<file path="config.mk">
export PLATFORM = sky130hd
export DESIGN_NAME = rps_sequencer
export DESIGN_NICKNAME = d
export VERILOG_FILES = /design/src/core/rps_pkg.sv /design/src/core/rps_deglitch.sv /design/src/core/rps_buck_ctrl.sv /design/src/core/rps_sequencer.sv
export SDC_FILE = /design/constraint.sdc
export NUM_CORES = 1
export LEC_CHECK = 0
export BUFFER_PORTS_ARGS = -buffer_cell sky130_fd_sc_hd__buf_2
export CAP_MARGIN = 20
export CORE_MARGIN = 1
export CORE_UTILIZATION = 58
export DETAILED_ROUTE_END_ITERATION = 16
export PLACE_DENSITY = 0.81
export SLEW_MARGIN = 20
export SYNTH_ARGS = -nofsm -noshare
export SYNTH_HDL_FRONTEND = slang
export SYNTH_HIERARCHICAL = 1
export SYNTH_SLANG_ARGS = --single-unit
</file>
<file path="constraint.sdc">
create_clock -name CLOCK -period 3.5 [get_ports CLOCK]
set_clock_uncertainty 0.05 [all_clocks]
set_input_delay 0.7 -clock CLOCK [delete_from_list [all_inputs] [get_ports CLOCK]]
set_output_delay 0.7 -clock CLOCK [all_outputs]
set_load 0.05 [all_outputs]
</file>
<file path="src/core/rps_pkg.sv">
/*
  Shared constants, types and delay tables for the regulator power sequencer.
  Assumes a 100 MHz core clock and an APB master with 32-bit data.
*/
package rps_pkg;

  ////////////////////////////////////////////////////////////////////////////
  // timing
  localparam int CLK_PERIOD_NS = 10;
  localparam int DEGLITCH_NS = 1_000_000;
  localparam int DEGLITCH_CYCLES = (DEGLITCH_NS + CLK_PERIOD_NS - 1) / CLK_PERIOD_NS;
  localparam int HALF_MS_NS = 500_000;
  localparam int HALF_MS_CYCLES = HALF_MS_NS / CLK_PERIOD_NS;
  localparam int SS_STEP_NS = 20_000;
  localparam int SS_STEP_CYCLES = (SS_STEP_NS + CLK_PERIOD_NS - 1) / CLK_PERIOD_NS;
  localparam int SW_FREQ_KHZ = 2_100;
  localparam int SW_DIV_CYCLES = 1_000_000 / (SW_FREQ_KHZ * CLK_PERIOD_NS);
  localparam int SKIP_ENTRY_TICKS = 32;

  ////////////////////////////////////////////////////////////////////////////
  // register map
  localparam logic [11:0] CTRL_OFS = 12'h000;
  localparam logic [11:0] ON_DELAY_OFS = 12'h004;
  localparam logic [11:0] OFF_DELAY_OFS = 12'h008;
  localparam logic [11:0] VOUT_OFS = 12'h00C;
  localparam logic [11:0] STATUS_OFS = 12'h010;
  localparam int CTRL_SI_EN_POS = 0;
  localparam int CTRL_FORCE_POS = 4;
  localparam int VOUT_B1_POS = 0;
  localparam int VOUT_B2_POS = 8;
  localparam int ST_ON_POS = 0;
  localparam int ST_SKIP_POS = 4;
  localparam int ST_BUSY_POS = 6;
  localparam int ST_TRIG_POS = 7;
  localparam int ST_VIN_POS = 8;
  localparam int ST_ACTIVE_POS = 9;
  localparam logic [15:0] DLY_MASK = 16'h7777;
  localparam logic [3:0] SI_EN_RST = 4'hF;
  localparam logic [1:0] FORCE_RST = 2'h0;
  localparam logic [15:0] ON_CODE_RST = 16'h4321;
  localparam logic [15:0] OFF_CODE_RST = 16'h7777;
  localparam logic [5:0] VOUT1_RST = 6'h08;
  localparam logic [5:0] VOUT2_RST = 6'h10;

  ////////////////////////////////////////////////////////////////////////////
  // current limits in mA
  localparam logic [1:0] ILIM_FULL = 2'h3;
  localparam logic [10:0] B1_MA0 = 11'h0B4;
  localparam logic [10:0] B1_MA1 = 11'h12C;
  localparam logic [10:0] B1_MA2 = 11'h2D0;
  localparam logic [10:0] B1_MAF = 11'h5DC;
  localparam logic [10:0] B2_MA0 = 11'h0A1;
  localparam logic [10:0] B2_MA1 = 11'h12C;
  localparam logic [10:0] B2_MA2 = 11'h218;
  localparam logic [10:0] B2_MAF = 11'h3E8;

  typedef struct packed {
    logic pwm_high;
    logic vout_low;
    logic vout_high;
    logic vout_low2;
    logic peak_limit;
    logic zero_current;
    logic discontinuous;
    logic below_mode;
  } rps_sense_s;

  typedef enum logic [1:0] {SEQ_STANDBY, SEQ_POWER_UP, SEQ_ACTIVE, SEQ_POWER_DOWN} rps_seq_e;
  typedef enum logic [2:0] {BK_OFF, BK_FIXED, BK_SLEEP, BK_SKIP_HS, BK_SKIP_LS} rps_buck_e;

  // delays in half-millisecond ticks
  function automatic logic [4:0] rps_on_half(input logic [2:0] code);
    case (code)
      3'h0: rps_on_half = 5'h02;
      3'h1: rps_on_half = 5'h03;
      3'h2: rps_on_half = 5'h04;
      3'h3: rps_on_half = 5'h06;
      3'h4: rps_on_half = 5'h0C;
      default: rps_on_half = 5'h16;
    endcase
  endfunction : rps_on_half

  // codes 6 and 7 follow the power-on delay of the same regulator
  function automatic logic [4:0] rps_off_half(input logic [2:0] code, input logic [2:0] on);
    case (code)
      3'h0: rps_off_half = 5'h00;
      3'h1: rps_off_half = 5'h01;
      3'h2: rps_off_half = 5'h02;
      3'h3: rps_off_half = 5'h04;
      3'h4: rps_off_half = 5'h0A;
      3'h5: rps_off_half = 5'h14;
      default: rps_off_half = rps_on_half(on);
    endcase
  endfunction : rps_off_half

endpackage : rps_pkg

</file>
<file path="src/core/rps_deglitch.sv">
/*
  Deglitch filter for the sequence trigger pin: an edge counts only once the
  new level has held for LEN clocks. Assumes the pin is synchronous.
*/
`timescale 1ns/1ps
module rps_deglitch
  import rps_pkg::*;
#(
  parameter int LEN = DEGLITCH_CYCLES
) (
  input wire logic clk,
  input wire logic rst_n,
  input wire logic raw,
  output logic level,
  output logic rise,
  output logic fall
);

  localparam logic [16:0] LAST = 17'(LEN - 1);
  logic [16:0] cnt;
  wire differs = raw != level;
  wire qualified = differs && cnt == LAST;

  // pin defaults low, so the filter starts low
  always_ff @(posedge clk or negedge rst_n) begin
    if (!rst_n) begin
      level <= 1'b0;
      rise <= 1'b0;
      fall <= 1'b0;
      cnt <= 17'h00000;
    end else begin
      rise <= qualified && raw;
      fall <= qualified && !raw;
      if (qualified) begin
        level <= raw;
      end
      cnt <= (differs && !qualified) ? cnt + 17'h00001 : 17'h00000;
    end
  end

  property p_deglitch;
    @(posedge clk) disable iff (!rst_n)
      $changed(level) |-> $past(cnt) == LAST && $past(raw) == level;
  endproperty
  a_deglitch: assert property (p_deglitch) else $error("edge taken before hold time");

endmodule : rps_deglitch

</file>
<file path="src/core/rps_buck_ctrl.sv">
/*
  Digital control of one buck: shutdown, fixed-frequency and pulse-skipping
  switch control, automatic mode change and soft-start current-limit steps.
  Assumes comparator and modulator inputs synchronous to clk, and one
  switching-clock pulse on sw_tick.
*/
`timescale 1ns/1ps
module rps_buck_ctrl
  import rps_pkg::*;
(
  input wire logic clk,
  input wire logic rst_n,
  input wire logic sw_tick,
  input wire logic enable,
  input wire logic vin_ok,
  input wire logic force_fixed,
  input wire rps_sense_s sense,
  output logic hs_on,
  output logic ls_on,
  output logic skip_mode,
  output logic [1:0] ilim_step
);

  localparam logic [4:0] P_LAST = 5'(SKIP_ENTRY_TICKS - 1);
  localparam logic [10:0] SS_LAST = 11'(SS_STEP_CYCLES - 1);

  rps_buck_e state, next_state;
  logic [4:0] persist;
  logic [10:0] ss_cnt;
  logic en_q;

  wire entry_cond = sense.discontinuous || sense.below_mode;
  wire skip_go = sw_tick && entry_cond && persist == P_LAST && !force_fixed;
  wire in_skip = state == BK_SLEEP || state == BK_SKIP_HS || state == BK_SKIP_LS;
  wire ss_start = enable && !en_q && vin_ok;

  always_comb begin
    next_state = state;
    case (state)
      BK_OFF: if (enable) next_state = BK_FIXED;
      BK_FIXED: if (skip_go) next_state = BK_SLEEP;
      BK_SLEEP: if (sense.vout_low) next_state = BK_SKIP_HS;
      BK_SKIP_HS: if (sense.vout_high || sense.peak_limit) next_state = BK_SKIP_LS;
      BK_SKIP_LS: begin
        if (sense.zero_current) begin
          next_state = sense.vout_high ? BK_SLEEP : BK_SKIP_HS;
        end
      end
      default: next_state = BK_OFF;
    endcase
    if (in_skip && (force_fixed || sense.vout_low2)) begin
      next_state = BK_FIXED;
    end
    if (!enable) begin
      next_state = BK_OFF;
    end
  end

  always_ff @(posedge clk or negedge rst_n) begin
    if (!rst_n) begin
      state <= BK_OFF;
      hs_on <= 1'b0;
      ls_on <= 1'b1;
      skip_mode <= 1'b0;
      en_q <= 1'b0;
    end else begin
      state <= next_state;
      en_q <= enable;
      hs_on <= next_state == BK_SKIP_HS || (next_state == BK_FIXED && sense.pwm_high);
      // low side discharges the output in shutdown
      ls_on <= next_state == BK_OFF || next_state == BK_SKIP_LS ||
               (next_state == BK_FIXED && !sense.pwm_high);
      skip_mode <= next_state == BK_SLEEP || next_state == BK_SKIP_HS ||
                   next_state == BK_SKIP_LS;
    end
  end

  always_ff @(posedge clk or negedge rst_n) begin
    if (!rst_n) begin
      persist <= 5'h00;
    end else if (state != BK_FIXED || !entry_cond || force_fixed) begin
      persist <= 5'h00;
    end else if (sw_tick && persist != P_LAST) begin
      persist <= persist + 5'h01;
    end
  end

  // a restart without a fresh enable edge keeps the full limit
  always_ff @(posedge clk or negedge rst_n) begin
    if (!rst_n) begin
      ilim_step <= ILIM_FULL;
      ss_cnt <= 11'h000;
    end else if (ss_start) begin
      ilim_step <= 2'h0;
      ss_cnt <= 11'h000;
    end else if (ilim_step != ILIM_FULL) begin
      ss_cnt <= (ss_cnt == SS_LAST) ? 11'h000 : ss_cnt + 11'h001;
      if (ss_cnt == SS_LAST) ilim_step <= ilim_step + 2'h1;
    end
  end

  property p_entry;
    @(posedge clk) disable iff (!rst_n) $rose(skip_mode) |-> $past(persist) == P_LAST;
  endproperty
  a_entry: assert property (p_entry) else $error("skip entered too early");
  property p_force;
    @(posedge clk) disable iff (!rst_n) force_fixed && enable |=> !skip_mode;
  endproperty
  a_force: assert property (p_force) else $error("forced buck in skip mode");
  property p_low2;
    @(posedge clk) disable iff (!rst_n) skip_mode && sense.vout_low2 |=> !skip_mode;
  endproperty
  a_low2: assert property (p_low2) else $error("no exit on low2");
  property p_shut;
    @(posedge clk) disable iff (!rst_n) !enable |=> ls_on && !hs_on && !skip_mode;
  endproperty
  a_shut: assert property (p_shut) else $error("shutdown switches wrong");
  property p_wake;
    @(posedge clk) disable iff (!rst_n)
      state == BK_SLEEP && sense.vout_low && enable && !force_fixed && !sense.vout_low2
      |=> hs_on;
  endproperty
  a_wake: assert property (p_wake) else $error("high side not on at low");
  property p_ss;
    @(posedge clk) disable iff (!rst_n)
      $changed(ilim_step) && ilim_step != 2'h0 |-> $past(ss_cnt) == SS_LAST;
  endproperty
  a_ss: assert property (p_ss) else $error("soft-start step timing");
  property p_ss_go;
    @(posedge clk) disable iff (!rst_n) $fell(ilim_step == ILIM_FULL) |-> $past(ss_start);
  endproperty
  a_ss_go: assert property (p_ss_go) else $error("soft start without edge");
  c_skip: cover property (@(posedge clk) disable iff (!rst_n) state == BK_SKIP_LS);

endmodule : rps_buck_ctrl

</file>
<file path="src/core/rps_sequencer.sv">
/*
  Power sequencer top: trigger deglitch, timed power-on and power-off,
  regulator enable gating, buck control and an APB register slave.
  Assumes all pins synchronous to CLOCK and an APB master as in APB3.
*/
// Decided for this implementation: the placing of the registers and the APB interface to the registers.
`timescale 1ns/1ps
module rps_sequencer
  import rps_pkg::*;
#(
  parameter int DEGLITCH_LEN = DEGLITCH_CYCLES,
  parameter int HALF_MS_LEN = HALF_MS_CYCLES
) (
  input wire logic CLOCK,
  input wire logic RESETN,
  input wire logic PSEL,
  input wire logic PENABLE,
  input wire logic PWRITE,
  input wire logic [11:0] PADDR,
  input wire logic [31:0] PWDATA,
  output logic [31:0] PRDATA,
  output logic PREADY,
  output logic PSLVERR,
  input wire logic SEQ_TRIGGER,
  input wire logic BUCK1_PIN_ENABLE,
  input wire logic BUCK2_PIN_ENABLE,
  input wire logic LINREG1_PIN_ENABLE,
  input wire logic LINREG2_PIN_ENABLE,
  input wire logic VIN_OK,
  input wire rps_sense_s BUCK1_SENSE,
  input wire rps_sense_s BUCK2_SENSE,
  output logic [3:0] REG_ON,
  output logic BUCK1_HS_ON,
  output logic BUCK1_LS_ON,
  output logic BUCK2_HS_ON,
  output logic BUCK2_LS_ON,
  output logic [1:0] SKIP_MODE,
  output logic [10:0] BUCK1_ILIMIT_MA,
  output logic [10:0] BUCK2_ILIMIT_MA,
  output logic [5:0] BUCK1_VOUT,
  output logic [5:0] BUCK2_VOUT
);

  localparam logic [15:0] HALF_LAST = 16'(HALF_MS_LEN - 1);
  localparam logic [5:0] SW_LAST = 6'(SW_DIV_CYCLES - 1);

  ////////////////////////////////////////////////////////////////////////////
  // trigger filter
  logic trig_level;
  logic trig_rise;
  logic trig_fall;

  rps_deglitch #(
    .LEN(DEGLITCH_LEN)
  ) u_deglitch (
    .clk(CLOCK),
    .rst_n(RESETN),
    .raw(SEQ_TRIGGER),
    .level(trig_level),
    .rise(trig_rise),
    .fall(trig_fall)
  );

  ////////////////////////////////////////////////////////////////////////////
  // registers
  logic [3:0] si_en;
  logic [1:0] force_fixed;
  logic [15:0] on_code;
  logic [15:0] off_code;
  rps_seq_e state, next_state;
  logic [3:0] seq_on;
  logic [4:0] elapsed;
  logic [15:0] half_div;
  logic [5:0] sw_div;
  logic [1:0] hs;
  logic [1:0] ls;
  logic [1:0] skip;
  logic [1:0] ilim [2];

  wire setup = PSEL && !PENABLE;
  wire access = PSEL && PENABLE && PREADY;
  wire wr = access && PWRITE;
  wire hit_ctrl = PADDR == CTRL_OFS;
  wire hit_on = PADDR == ON_DELAY_OFS;
  wire hit_off = PADDR == OFF_DELAY_OFS;
  wire hit_vout = PADDR == VOUT_OFS;
  wire hit_status = PADDR == STATUS_OFS;
  wire mapped = hit_ctrl || hit_on || hit_off || hit_vout || hit_status;
  wire entering_active = state != SEQ_ACTIVE && next_state == SEQ_ACTIVE;

  wire [31:0] rd_ctrl = {26'h0000000, force_fixed, si_en};
  wire [31:0] rd_vout = {16'h0000, 2'h0, BUCK2_VOUT, 2'h0, BUCK1_VOUT};
  wire [31:0] rd_status = {22'h000000, state == SEQ_ACTIVE, VIN_OK, trig_level,
                           state == SEQ_POWER_UP || state == SEQ_POWER_DOWN,
                           SKIP_MODE, REG_ON};
  wire [31:0] rd_mux = hit_ctrl ? rd_ctrl :
                       hit_on ? {16'h0000, on_code} :
                       hit_off ? {16'h0000, off_code} :
                       hit_vout ? rd_vout :
                       hit_status ? rd_status : 32'h00000000;

  // zero-wait slave: ready is raised for the first access cycle
  always_ff @(posedge CLOCK or negedge RESETN) begin
    if (!RESETN) begin
      PREADY <= 1'b0;
      PSLVERR <= 1'b0;
      PRDATA <= 32'h00000000;
    end else begin
      PREADY <= setup;
      PSLVERR <= setup && !mapped;
      if (setup) PRDATA <= rd_mux;
    end
  end

  always_ff @(posedge CLOCK or negedge RESETN) begin
    if (!RESETN) begin
      si_en <= SI_EN_RST;
      force_fixed <= FORCE_RST;
      on_code <= ON_CODE_RST;
      off_code <= OFF_CODE_RST;
    end else begin
      if (wr && hit_ctrl) begin
        si_en <= PWDATA[CTRL_SI_EN_POS +: 4];
        force_fixed <= PWDATA[CTRL_FORCE_POS +: 2];
      end
      // the sequencer's own buck enable wins over a write in that cycle
      if (entering_active) si_en[1:0] <= 2'h3;
      if (wr && hit_on) on_code <= PWDATA[15:0] & DLY_MASK;
      if (wr && hit_off) off_code <= PWDATA[15:0] & DLY_MASK;
    end
  end

  always_ff @(posedge CLOCK or negedge RESETN) begin
    if (!RESETN) begin
      BUCK1_VOUT <= VOUT1_RST;
      BUCK2_VOUT <= VOUT2_RST;
    end else if (entering_active) begin
      BUCK1_VOUT <= VOUT1_RST;
      BUCK2_VOUT <= VOUT2_RST;
    end else if (wr && hit_vout) begin
      BUCK1_VOUT <= PWDATA[VOUT_B1_POS +: 6];
      BUCK2_VOUT <= PWDATA[VOUT_B2_POS +: 6];
    end
  end

  ////////////////////////////////////////////////////////////////////////////
  // sequencer
  logic [4:0] on_half [4];
  logic [4:0] off_half [4];
  logic [3:0] up_due;
  logic [3:0] down_due;

  for (genvar i = 0; i < 4; i++) begin : g_dly
    assign on_half[i] = rps_on_half(on_code[4*i +: 3]);
    assign off_half[i] = rps_off_half(off_code[4*i +: 3], on_code[4*i +: 3]);
    assign up_due[i] = elapsed >= on_half[i];
    assign down_due[i] = elapsed >= off_half[i];
  end

  wire edge_seen = trig_rise || trig_fall;
  wire half_tick = half_div == HALF_LAST;

  always_comb begin
    next_state = state;
    case (state)
      SEQ_STANDBY: if (trig_rise) next_state = SEQ_POWER_UP;
      SEQ_POWER_UP: begin
        if (trig_fall) next_state = SEQ_POWER_DOWN;
        else if (&up_due) next_state = SEQ_ACTIVE;
      end
      SEQ_ACTIVE: if (trig_fall) next_state = SEQ_POWER_DOWN;
      SEQ_POWER_DOWN: begin
        if (trig_rise) next_state = SEQ_POWER_UP;
        else if (&down_due) next_state = SEQ_STANDBY;
      end
      default: next_state = SEQ_STANDBY;
    endcase
  end

  // one timebase, restarted at every qualified edge
  always_ff @(posedge CLOCK or negedge RESETN) begin
    if (!RESETN) begin
      state <= SEQ_STANDBY;
      half_div <= 16'h0000;
      elapsed <= 5'h00;
    end else begin
      state <= next_state;
      if (edge_seen) begin
        half_div <= 16'h0000;
        elapsed <= 5'h00;
      end else begin
        half_div <= half_tick ? 16'h0000 : half_div + 16'h0001;
        if (half_tick && elapsed != 5'h1F) elapsed <= elapsed + 5'h01;
      end
    end
  end

  // regulators already up at an abort stay up until their off delay
  always_ff @(posedge CLOCK or negedge RESETN) begin
    if (!RESETN) begin
      seq_on <= 4'h0;
    end else if (state == SEQ_POWER_UP && !edge_seen) begin
      seq_on <= seq_on | up_due;
    end else if (state == SEQ_POWER_DOWN && !edge_seen) begin
      seq_on <= seq_on & ~down_due;
    end
  end

  wire [3:0] pin_en = {LINREG2_PIN_ENABLE, LINREG1_PIN_ENABLE,
                       BUCK2_PIN_ENABLE, BUCK1_PIN_ENABLE};
  // a held trigger keeps seq_on set, which masks the pins
  wire [3:0] next_reg_on = {4{VIN_OK}} & si_en & (pin_en | seq_on);

  always_ff @(posedge CLOCK or negedge RESETN) begin
    if (!RESETN) begin
      REG_ON <= 4'h0;
      sw_div <= 6'h00;
      BUCK1_ILIMIT_MA <= B1_MAF;
      BUCK2_ILIMIT_MA <= B2_MAF;
    end else begin
      REG_ON <= next_reg_on;
      sw_div <= (sw_div == SW_LAST) ? 6'h00 : sw_div + 6'h01;
      BUCK1_ILIMIT_MA <= ilim[0] == 2'h0 ? B1_MA0 : ilim[0] == 2'h1 ? B1_MA1 :
                         ilim[0] == 2'h2 ? B1_MA2 : B1_MAF;
      BUCK2_ILIMIT_MA <= ilim[1] == 2'h0 ? B2_MA0 : ilim[1] == 2'h1 ? B2_MA1 :
                         ilim[1] == 2'h2 ? B2_MA2 : B2_MAF;
    end
  end

  ////////////////////////////////////////////////////////////////////////////
  // buck control
  rps_sense_s sense [2];
  assign sense[0] = BUCK1_SENSE;
  assign sense[1] = BUCK2_SENSE;

  for (genvar b = 0; b < 2; b++) begin : g_buck
    rps_buck_ctrl u_buck (
      .clk(CLOCK),
      .rst_n(RESETN),
      .sw_tick(sw_div == SW_LAST),
      .enable(REG_ON[b]),
      .vin_ok(VIN_OK),
      .force_fixed(force_fixed[b]),
      .sense(sense[b]),
      .hs_on(hs[b]),
      .ls_on(ls[b]),
      .skip_mode(skip[b]),
      .ilim_step(ilim[b])
    );
  end

  assign BUCK1_HS_ON = hs[0];
  assign BUCK1_LS_ON = ls[0];
  assign BUCK2_HS_ON = hs[1];
  assign BUCK2_LS_ON = ls[1];
  assign SKIP_MODE = skip;

  ////////////////////////////////////////////////////////////////////////////
  // checks
  property p_uvlo;
    @(posedge CLOCK) disable iff (!RESETN) !VIN_OK |=> REG_ON == 4'h0;
  endproperty
  a_uvlo: assert property (p_uvlo) else $error("regulator on in undervoltage");
  property p_hold;
    @(posedge CLOCK) disable iff (!RESETN)
      state == SEQ_ACTIVE && VIN_OK |=> REG_ON == $past(si_en);
  endproperty
  a_hold: assert property (p_hold) else $error("active outputs follow pins");
  property p_gate;
    @(posedge CLOCK) disable iff (!RESETN)
      VIN_OK ##1 VIN_OK |-> REG_ON == ($past(si_en) & ($past(pin_en) | $past(seq_on)));
  endproperty
  a_gate: assert property (p_gate) else $error("enable equation broken");
  property p_rise;
    @(posedge CLOCK) disable iff (!RESETN)
      trig_rise |=> state == SEQ_POWER_UP && elapsed == 5'h00;
  endproperty
  a_rise: assert property (p_rise) else $error("rising edge missed");
  property p_fall;
    @(posedge CLOCK) disable iff (!RESETN)
      trig_fall && state != SEQ_STANDBY |=> state == SEQ_POWER_DOWN;
  endproperty
  a_fall: assert property (p_fall) else $error("falling edge missed");
  property p_on_dly;
    @(posedge CLOCK) disable iff (!RESETN)
      $rose(seq_on[0]) |-> $past(elapsed) >= $past(on_half[0]) && $past(state) == SEQ_POWER_UP;
  endproperty
  a_on_dly: assert property (p_on_dly) else $error("buck 1 on early");
  property p_off_dly;
    @(posedge CLOCK) disable iff (!RESETN)
      $fell(seq_on[3]) |-> $past(elapsed) >= $past(off_half[3]);
  endproperty
  a_off_dly: assert property (p_off_dly) else $error("linreg 2 off early");
  property p_active;
    @(posedge CLOCK) disable iff (!RESETN)
      entering_active |=> si_en[1:0] == 2'h3 && BUCK1_VOUT == VOUT1_RST && BUCK2_VOUT == VOUT2_RST;
  endproperty
  a_active: assert property (p_active) else $error("active entry not applied");
  c_up: cover property (@(posedge CLOCK) disable iff (!RESETN) entering_active);
  c_down: cover property (@(posedge CLOCK) disable iff (!RESETN)
    state == SEQ_POWER_DOWN ##1 state == SEQ_STANDBY);
  c_abort: cover property (@(posedge CLOCK) disable iff (!RESETN)
    state == SEQ_POWER_UP && trig_fall);
  c_skip: cover property (@(posedge CLOCK) disable iff (!RESETN) $rose(SKIP_MODE[0]));

endmodule : rps_sequencer

</file>
==> results of run 1 <==
==> report_power, final <==
part	total, mW	internal (mW)	leakage, nW	switching [mW]
sequential	2.37	2.23	2.28	0.144
clock	1.86	1.04	0.273	0.818
combinational	0.561	0.217	2.73	0.344
==> how the worst min path moves through the flow <==
| stage | startpoint | to | slack, ns | cells past startpoint |
|---|---|---|---|---|
| floorplan | RESETN | BUCK1_ILIMIT_MA[5] | 0.35 | 0 |
| global placement | g_buck[0].u_buck/ilim_step[1] | BUCK1_ILIMIT_MA[6] | 0.34 | 0 |
| detailed placement | g_buck[0].u_buck/ilim_step[0] | BUCK1_ILIMIT_MA[8] | 0.34 | 0 |
| CTS | RESETN | g_buck[1].u_buck/state[0] | 0.29 | 1 |
| global route | RESETN | g_buck[1].u_buck/state[0] | 0.31 | 1 |
| finish | RESETN | g_buck[1].u_buck/state[0] | 0.24 | 1 |
==> kinds of logic after synthesis <==
family / count (synthesis) / synth area share
other: 1 / 0.000362
muxes: 53 / 0.0576
and+or+nand+nor: 355 / 0.182
buffers and inverters: 102 / 0.0500
DFF: 182 / 0.445
xor gates and xnor gates: 61 / 0.0516
AOI/OAI and AO/OA: 210 / 0.141
adders and majority gates: 60 / 0.0726
==> cell usage after synthesis, drive strengths merged, types with 31 or more instances <==
cell	n	area share
nand2	67	0.025
mux2	31	0.036
clkbuf	34	0.013
buf	32	0.024
a21oi	43	0.021
o21ai	74	0.036
dfrtp	142	0.34
dfstp	40	0.10
inv	35	0.013
nor2	123	0.045
xnor2	42	0.036
ha	60	0.073
==> worst max-delay path, delay by kind of cell (launching register included) <==
kind	cells	cell delay, ns
fa+ha+maj	1	0.24
flops	1	0.62
simple gates	3	0.44
compound gates	6	0.98
xor+xnor	1	0.12
==> routing by layer <==
layer  GRT usage  part of all wire  vias to the layer above
met2       0.451              0.50                      234
met4      0.0849             0.020                        0
met1       0.326              0.43                     3861
li1            -                 -                     3783
met3      0.0591             0.053                       53
met5           0                 0                        -
==> sequential cells by signal, summed over array words and instances (netlist names), 4 cells and up <==
register,cells
u_deglitch/cnt,17
seq_on,4
BUCK2_ILIMIT_MA,9
REG_ON,4
g_buck.u_buck/persist,10
g_buck.u_buck/ss_cnt,22
on_code,12
sw_div,6
elapsed,5
PRDATA,15
half_div,16
si_en,4
g_buck.u_buck/ilim_step,4
BUCK2_VOUT,6
BUCK1_ILIMIT_MA,7
off_code,12
BUCK1_VOUT,6
g_buck.u_buck/state,6
==> cell type report <==
cell class,instances,area share
flip-flops and latches,182,0.399
inverters,36,0.0117
repair buffers,121,0.0567
clock inverters,10,0.00845
multi-input cells,760,0.459
diodes,1,0.000217
well taps,225,0.0244
clock buffers,22,0.0411
==> stage by stage <==
step	cell area [sq um]	utilization	cells	total power, mW
2_1_floorplan	10400	-	1044	2.80
6_report	11500	0.665	1357	4.79
3_3_place_gp	11000	0.632	1324	2.94
5_1_grt	11500	0.665	1357	4.99
4_1_cts	11500	0.665	1356	4.81
3_5_place_dp	11000	0.632	1324	2.96
==> results by group, run 1 <==
Synthesis
  – Ys Warns: 6
  – Seq/Total Area, Yosys: 0.445
  – Post-synth ARST share: 1.00
  – Mean Syn Cell Area: about 10 sq um
  – Post-synth EDFFs: 0
  – Main synth FF type: dfrtp_1
  – Seq cells post-synth: ~180
  – Netlist Area Pre-Place: between 10000 and 15000 sq um
  – Netlist cell types: 78
  – Post-Syn Instances: 1024

Run
  – Max cap viols: 0

Global routing
  – Tot GR Track Use: 0.263
  – Grt total ovfl: 0
  – First-pass GRT wire length: between 30000 and 40000 microns
  – Largest net degree at the start of global routing: 84
  – Vias in the first global route: approximately 7.8k
  – Initial antenna violation count: 1

Setup path
  – Worst R2R End: state[0]
  – Crit-path cells: xnor2_1 -> o21ai_0 -> o21ai_0 -> a21oi_1 -> ha_1 -> o211ai_1 -> o21ai_0 -> a21oi_1 -> nor4_1 -> and4b_1 -> nor3_1
  – Crit. End Element: flip-flop
  – CP max-delay cell: dfstp_2
  – Worst r2r src: on_code[5]
  – Worst r2r path cells: 11
  – Critical path startpoint: on_code[5]
  – Reg-to-reg setup timing slack: about 0.94 ns
  – CP peak stage delay: ~0.62 ns
  – Req. time, crit path: around 3.8 ns
  – Worst-path fanout max: 8
  – Worst endpoint data arrival time: 2.84 ns
  – Worst setup path end: state[0]
  – Crit-path most repeated cell: o21ai_0
  – Crit Path Class: reg2reg
  – Startpoint class of the critical path: flip-flop

Timing
  – Final period util: 0.730
  – Hold_ws: roughly 0.24 ns
  – Slew @ Worst Pin: between 0.7 and 0.8 ns
  – Fmax: roughly 390 MHz
  – Slew HR: 0.470
  – Fin. Hold Viols: 0
  – Final setup margin: roughly 0.94 ns
  – Fin Setup TNS: 0 ns
  – RSZ-0062 raised after global routing: no
  – Max-slew violations: 0
  – Setup Viol. Count Final: 0
  – Final Critical Period: 2.56 ns

Die
  – Area of the core: 17400 sq um
  – Placement Rows: 48
  – Die W: between 100 and 150 microns
  – Initial Utilization: 0.596
  – Die extent in y: 136 microns
  – Die area: ~18000 sq um
  – Top Ports: between 100 and 150

Place
  – Place WS: 0.612 ns
  – Count of input and output buffers: 109
  – DPL Wire Length: ~16000 microns
  – Placer congestion estimate: between 0.8 and 0.9

Routing
  – Pre-Repair DR Iteration Count: 5
  – # DRC: 0
  – Routed WL per cell: roughly 17 microns
  – Vias per cell: ~5.8
  – Total number of vias: between 7k and 8k
  – Routed Wire Length: 22800 microns
  – Antenna Nets Post-Route: 0
  – Initial drt markers: about 500

CTS
  – CTS tree: done
  – Root Driver: clkbuf_16
  – Latest clock arrival within the worst-skew pair: 0.43 ns
  – Num Clock Sinks: ~180
  – Clock buffer count from CTS: 17
  – H-tree depth: 4
  – Worst-case clock buffer depth: 2
  – # Post-CTS Setup Buffers: 0
  – CTS resizes: 0
  – CTS clock-pin slew for the worst setup and hold paths: about 0.070 ns
  – Hold_buf cts: 0

Outcome
  – Status: finished clean

Final layout
  – Commonest non-fill, non-tap cell in the layout: dfrtp_1
  – Fillers: between 1k and 1.5k
  – Reg area: roughly 4600 sq um
  – Nets: around 1.2k
  – Multi-input combinational cell area: approximately 5300 sq um
  – Area Growth Syn to Fin: 11.6%
  – Most frequent cells in the layout: 142 x dfrtp_1, 123 x nor2_1, 108 x buf_2, 73 x o21ai_0, 66 x nand2_1
  – Layout cell share with drive strength beyond 1: 0.221

Pwr
  – Lkg Pwr: around 5.3 nW
  – Pwr dens: 415 nW/um^2
  – Peak supply drop: 0.390 mV

Min path
  – Hold/Removal Path Class: in2async
Power figures use the tool's default switching activity.
==> run 2: changes to the inputs <==
clock period = 2.65 ns   (was 3.5 ns; I/O delays follow)
==> run 2 against run 1 <==
Core utilization rose by 0.71 points. Design area rose by 1.1%. Clock power rose by 27%. Largest cell class unchanged. Highest routed layer unchanged.
==> results by group, run 2 (synthesis results as in run 1) <==
Final layout
  – Area Growth Syn to Fin: 12.8%
  – Largest Register: g_buck.u_buck/ss_cnt
  – Largest register FFs: 22
  – Nets: roughly 1.3k
  – Top Registers: g_buck.u_buck/ss_cnt (22), u_deglitch/cnt (17), half_div (16)
  – Post-Layout Inst Area: about 12000 sq um
  – Commonest non-fill, non-tap cell in the layout: dfrtp_1
  – Layout cell share with drive strength beyond 1: 0.236
  – Most frequent cells in the layout: 141 x dfrtp_1, 123 x nor2_1, 108 x buf_2, 72 x o21ai_0, 66 x nand2_1

Global routing
  – Met1 usage: 0.340
  – Initial antenna violation count: 1
  – Vias in the first global route: approximately 7.7k
  – Met3 usage: 0.0438
  – Layer with the highest usage: met2
  – First-pass GRT wire length: between 30000 and 40000 microns
  – Largest net degree at the start of global routing: 70
  – Tot GR Track Use: 0.259
  – Met2 usage: 0.435
  – Grt total ovfl: 0

Timing
  – Slew HR: 0.556
  – Final period util: 0.925
  – Fin. Hold Viols: 0
  – Fin Setup TNS: 0 ns
  – Final Critical Period: between 2 and 2.5 ns
  – Fmax: around 410 MHz
  – Max-slew violations: 0
  – Setup Viol. Count Final: 0
  – Slew @ Worst Pin: 0.666 ns

Routing
  – Antenna Nets Post-Route: 0
  – # DRC: 0
  – Total number of vias: about 7.9k
  – Vias per cell: ~5.8
  – Routed Wire Length: about 23000 microns
  – Initial drt markers: between 500 and 600
  – Pre-Repair DR Iteration Count: 6
  – Routed WL per cell: between 15 and 20 microns

Place
  – Count of input and output buffers: between 100 and 150
  – Post-Place Cell Area: 11100 sq um
  – DPL Wire Length: 16300 microns
  – Placer congestion estimate: around 0.86

Pwr
  – Pwr Total: between 6 and 7 mW
  – Lkg Pwr: approximately 5.3 nW
  – Peak supply drop: about 0.50 mV
  – Pwr dens: around 530 nW/um^2

Setup path
  – Crit. End Element: flip-flop
  – Worst r2r path cells: 11
  – Startpoint class of the critical path: flip-flop
  – Crit Path Class: reg2reg
  – Worst-path fanout max: 6
  – Req. time, crit path: ~3 ns
  – Worst endpoint data arrival time: 2.72 ns

Min path
  – Hold/Removal Path Class: in2async

Die
  – Area of the core: about 17000 sq um
  – Die W: between 100 and 150 microns
  – Top Ports: roughly 150
  – Placement Rows: 48
  – Die area: 18400 sq um
  – Initial Utilization: 0.596
  – Die extent in y: approximately 140 microns

CTS
  – CTS clock-pin slew for the worst setup and hold paths: around 0.070 ns
  – H-tree depth: 4
  – Root Driver: clkbuf_16
  – Clock buffer count from CTS: 17
  – Hold_buf cts: 0
  – Num Clock Sinks: approximately 180
  – CTS tree: done
  – Worst-case clock buffer depth: 2
  – Latest clock arrival within the worst-skew pair: 0.44 ns

Run
  – Max cap viols: 0

Outcome
  – Status: finished clean
[run 2: report_power, final]
group          switching, mW  leakage, nW  total (mW)  internal, mW
clock                   1.14        0.243        2.36          1.22
combinational          0.448         2.82       0.740         0.292
sequential             0.192         2.28        3.14          2.94
[run 2: final timing paths]
path                                                     from                          to  slack, ns
worst max-delay path                              on_code[14]                    state[0]       0.20
worst min-delay path                                   RESETN  g_buck[0].u_buck/ss_cnt[9]       0.03
worst max register to register                    on_code[14]                    state[0]       0.20
worst min register to register  g_buck[0].u_buck/ilim_step[1]          BUCK1_ILIMIT_MA[6]       0.36
max in group asynchronous                              RESETN          BUCK2_ILIMIT_MA[6]       1.76
min in group CLOCK                                SEQ_TRIGGER             u_deglitch/fall       0.26
[run 2: critical path: stages, from the launching register on]
cell and delay (ns):
dfstp_2 0.60, xnor2_1 0.09, o21ai_0 0.14, o21ai_0 0.10, a21oi_1 0.17, ha_1 0.22
o211ai_1 0.12, o21ai_0 0.20, a21oi_1 0.13, nor4_2 0.25, and4b_1 0.22, nor3_1 0.04
[run 2: per-stage QoR]
stage | hold slack, ns | setup WS (ns) | std cells | utilization
2_1_floorplan | 0.184 | 0.128 | 1044 | -
3_3_place_gp | 0.340 | 0.185 | 1331 | 0.637
3_5_place_dp | 0.346 | 0.192 | 1331 | 0.637
4_1_cts | 0.0708 | 0.146 | 1363 | 0.668
5_1_grt | 0.0858 | -0.0168 | 1371 | 0.673
6_report | 0.0325 | 0.200 | 1371 | 0.673
[run 2: layout make-up]
cell class	count	area, sq um
antenna	1	2.50
clock buffer	17	425
clock inverter	15	120
fill	1306	5680
inverter	36	135
multi-input combinational	760	5320
sequential	182	4610
tap	225	282
timing repair buffer	135	785
[run 2: what timing repair did]
item / in CTS / in global routing
setup buffers: 0 / 7
gates resized for setup: 0 / 5
setup endpoints to repair: 0 / 2
[run 2: per-layer routing]
metal,share of wire,vias up,routed length [microns]
li1,-,3813,-
met1,0.43,3855,9860
met2,0.50,239,11300
met3,0.048,37,1080
met4,0.019,0,423
met5,0,-,0
==> run 3: changes to the inputs <==
RECOVER_POWER = 50   (was default)
==> run 3 against run 2 <==
The flow now finishes with violations (max-capacitance violations, max-slew violations). Critical endpoint unchanged. Clock-buffer cell count stayed put. Sequential cell count did not move. Register-to-register slack about the same. Worst setup slack better by 0.00080 ns. Die area is the same. Clock power is essentially flat.
==> results by group, run 3 (synthesis results as in run 1) <==
Timing
  – Fin. Hold Viols: 0
  – Fin Setup TNS: 0 ns
  – Slew HR: -0.116
  – Setup Viol. Count Final: 0
  – Hold_ws: approximately 0.27 ns
  – Final Critical Period: ~2.4 ns
  – Max-slew violations: 70
  – Final period util: 0.924
  – Slew @ Worst Pin: 1.67 ns
  – Final setup margin: roughly 0.2 ns
  – Fmax: approximately 410 MHz

Final layout
  – Commonest non-fill, non-tap cell in the layout: dfrtp_1
  – Post-Layout Inst Area: approximately 12000 sq um
  – Most frequent cells in the layout: 141 x dfrtp_1, 123 x nor2_1, 108 x buf_2, 72 x o21ai_0, 66 x nand2_1
  – Largest register FFs: 22
  – Top Registers: g_buck.u_buck/ss_cnt (22), u_deglitch/cnt (17), half_div (16)
  – Largest Register: g_buck.u_buck/ss_cnt
  – Area Growth Syn to Fin: 12.2%
  – Nets: about 1.3k
  – Layout cell share with drive strength beyond 1: 0.226

Routing
  – # DRC: 0
  – Initial drt markers: ~570
  – Routed WL per cell: 16.5 microns
  – Vias per cell: around 5.8
  – Total number of vias: 7927
  – Pre-Repair DR Iteration Count: 5
  – Routed Wire Length: approximately 23000 microns
  – Antenna Nets Post-Route: 0

Setup path
  – CP max-delay cell: dfstp_2
  – Worst-path fanout max: 6
  – Req. time, crit path: 2.91 ns
  – Crit-path cells: xnor2_1 -> o21ai_0 -> o21ai_0 -> a21oi_1 -> ha_1 -> o211ai_1 -> o21ai_0 -> a21oi_1 -> nor4_2 -> and4b_1 -> nor3_1
  – Critical path startpoint: on_code[14]
  – CP peak stage delay: ~0.6 ns
  – Crit. End Element: flip-flop
  – Worst endpoint data arrival time: 2.71 ns
  – Startpoint class of the critical path: flip-flop
  – Worst R2R End: state[0]
  – Reg-to-reg setup timing slack: about 0.2 ns
  – Crit Path Class: reg2reg
  – Worst r2r path cells: 11
  – Worst r2r src: on_code[14]
  – Crit-path most repeated cell: o21ai_0
  – Worst setup path end: state[0]

Outcome
  – Status: complete, but fails checks
  – Failing checks: max-capacitance violations, max-slew violations

Die
  – Die extent in y: ~140 microns
  – Die W: ~140 microns
  – Area of the core: ~17000 sq um
  – Placement Rows: 48
  – Die area: 18400 sq um
  – Initial Utilization: 0.596
  – Top Ports: 149

CTS
  – Worst-case clock buffer depth: 2
  – H-tree depth: 4
  – Latest clock arrival within the worst-skew pair: about 0.44 ns
  – Root Driver: clkbuf_16
  – Hold_buf cts: 0
  – Clock buffer count from CTS: 17
  – CTS clock-pin slew for the worst setup and hold paths: approximately 0.070 ns
  – Num Clock Sinks: 182
  – CTS tree: done

Pwr
  – Pwr dens: around 540 nW/um^2
  – Lkg Pwr: around 5.3 nW
  – Peak supply drop: 0.499 mV

Global routing
  – First-pass GRT wire length: 37400 microns
  – Vias in the first global route: roughly 7.7k
  – Largest net degree at the start of global routing: 70
  – Grt total ovfl: 0
  – Initial antenna violation count: 1
  – Tot GR Track Use: 0.259

Place
  – Count of input and output buffers: 109
  – Place WS: between 0.15 and 0.2 ns
  – Placer congestion estimate: 0.856
  – Post-Place Cell Area: between 10000 and 15000 sq um
  – DPL Wire Length: about 16000 microns

Min path
  – Hold/Removal Path Class: in2reg

Run
  – Max cap viols: 1
-- run 3: metal layers --
metal / track usage / wire length, microns
met2: 0.435 / 11400
met3: 0.0438 / 992
met5: 0 / 0
met4: 0.0874 / 401
met1: 0.340 / 9900
-- run 3: power by group --
part | leakage, nW | total, mW | internal (mW) | switching [mW]
sequential | 2.28 | 3.14 | 2.94 | 0.192
clock | 0.243 | 2.35 | 1.21 | 1.14
combinational | 2.79 | 0.729 | 0.284 | 0.445
total | 5.31 | 6.22 | 4.44 | 1.77
-- run 3: critical path: cells and delay by family (launching register included) --
kind | cells | cell delay, ns
AO/OA/AOI/OAI | 6 | 0.85
flip-flops | 1 | 0.60
AND/OR/NAND/NOR | 3 | 0.51
adder cells (fa/ha/maj) | 1 | 0.22
XOR/XNOR | 1 | 0.09
-- run 3: worst min path at each step --
stage | slack (ns) | end | cells after the start | start
floorplan | 0.18 | BUCK1_ILIMIT_MA[5] | 0 | RESETN
global placement | 0.34 | BUCK1_ILIMIT_MA[8] | 0 | g_buck[0].u_buck/ilim_step[0]
detailed placement | 0.35 | BUCK1_ILIMIT_MA[6] | 0 | g_buck[0].u_buck/ilim_step[1]
CTS | 0.07 | g_buck[0].u_buck/ss_cnt[8] | 1 | RESETN
global route | 0.27 | u_deglitch/fall | 2 | SEQ_TRIGGER
finish | 0.27 | REG_ON[0] | 2 | BUCK1_PIN_ENABLE
-- run 3: area by class of cell --
cell class                 count  area, sq um
timing repair buffer         135          727
multi-input combinational    760         5310
fill                        1319         5750
sequential                   182         4610
clock buffer                  17          425
tap                          225          282
clock inverter                15          120
inverter                      36          135
antenna                        1         2.50
-- run 3: what timing repair did --
item                       in CTS  in global routing
buffers inserted                0                  7
setup endpoints to repair       0                  2
gates resized for setup         0                  5
-- run 3: stage by stage --
step                      utilization  power, mW  cells
final                           0.669       6.22   1371
after global routing            0.669       6.48   1371
after CTS                       0.668       6.27   1363
after detailed placement        0.637       3.92   1331
after global placement          0.637       3.89   1331
after floorplan                     -       3.70   1044
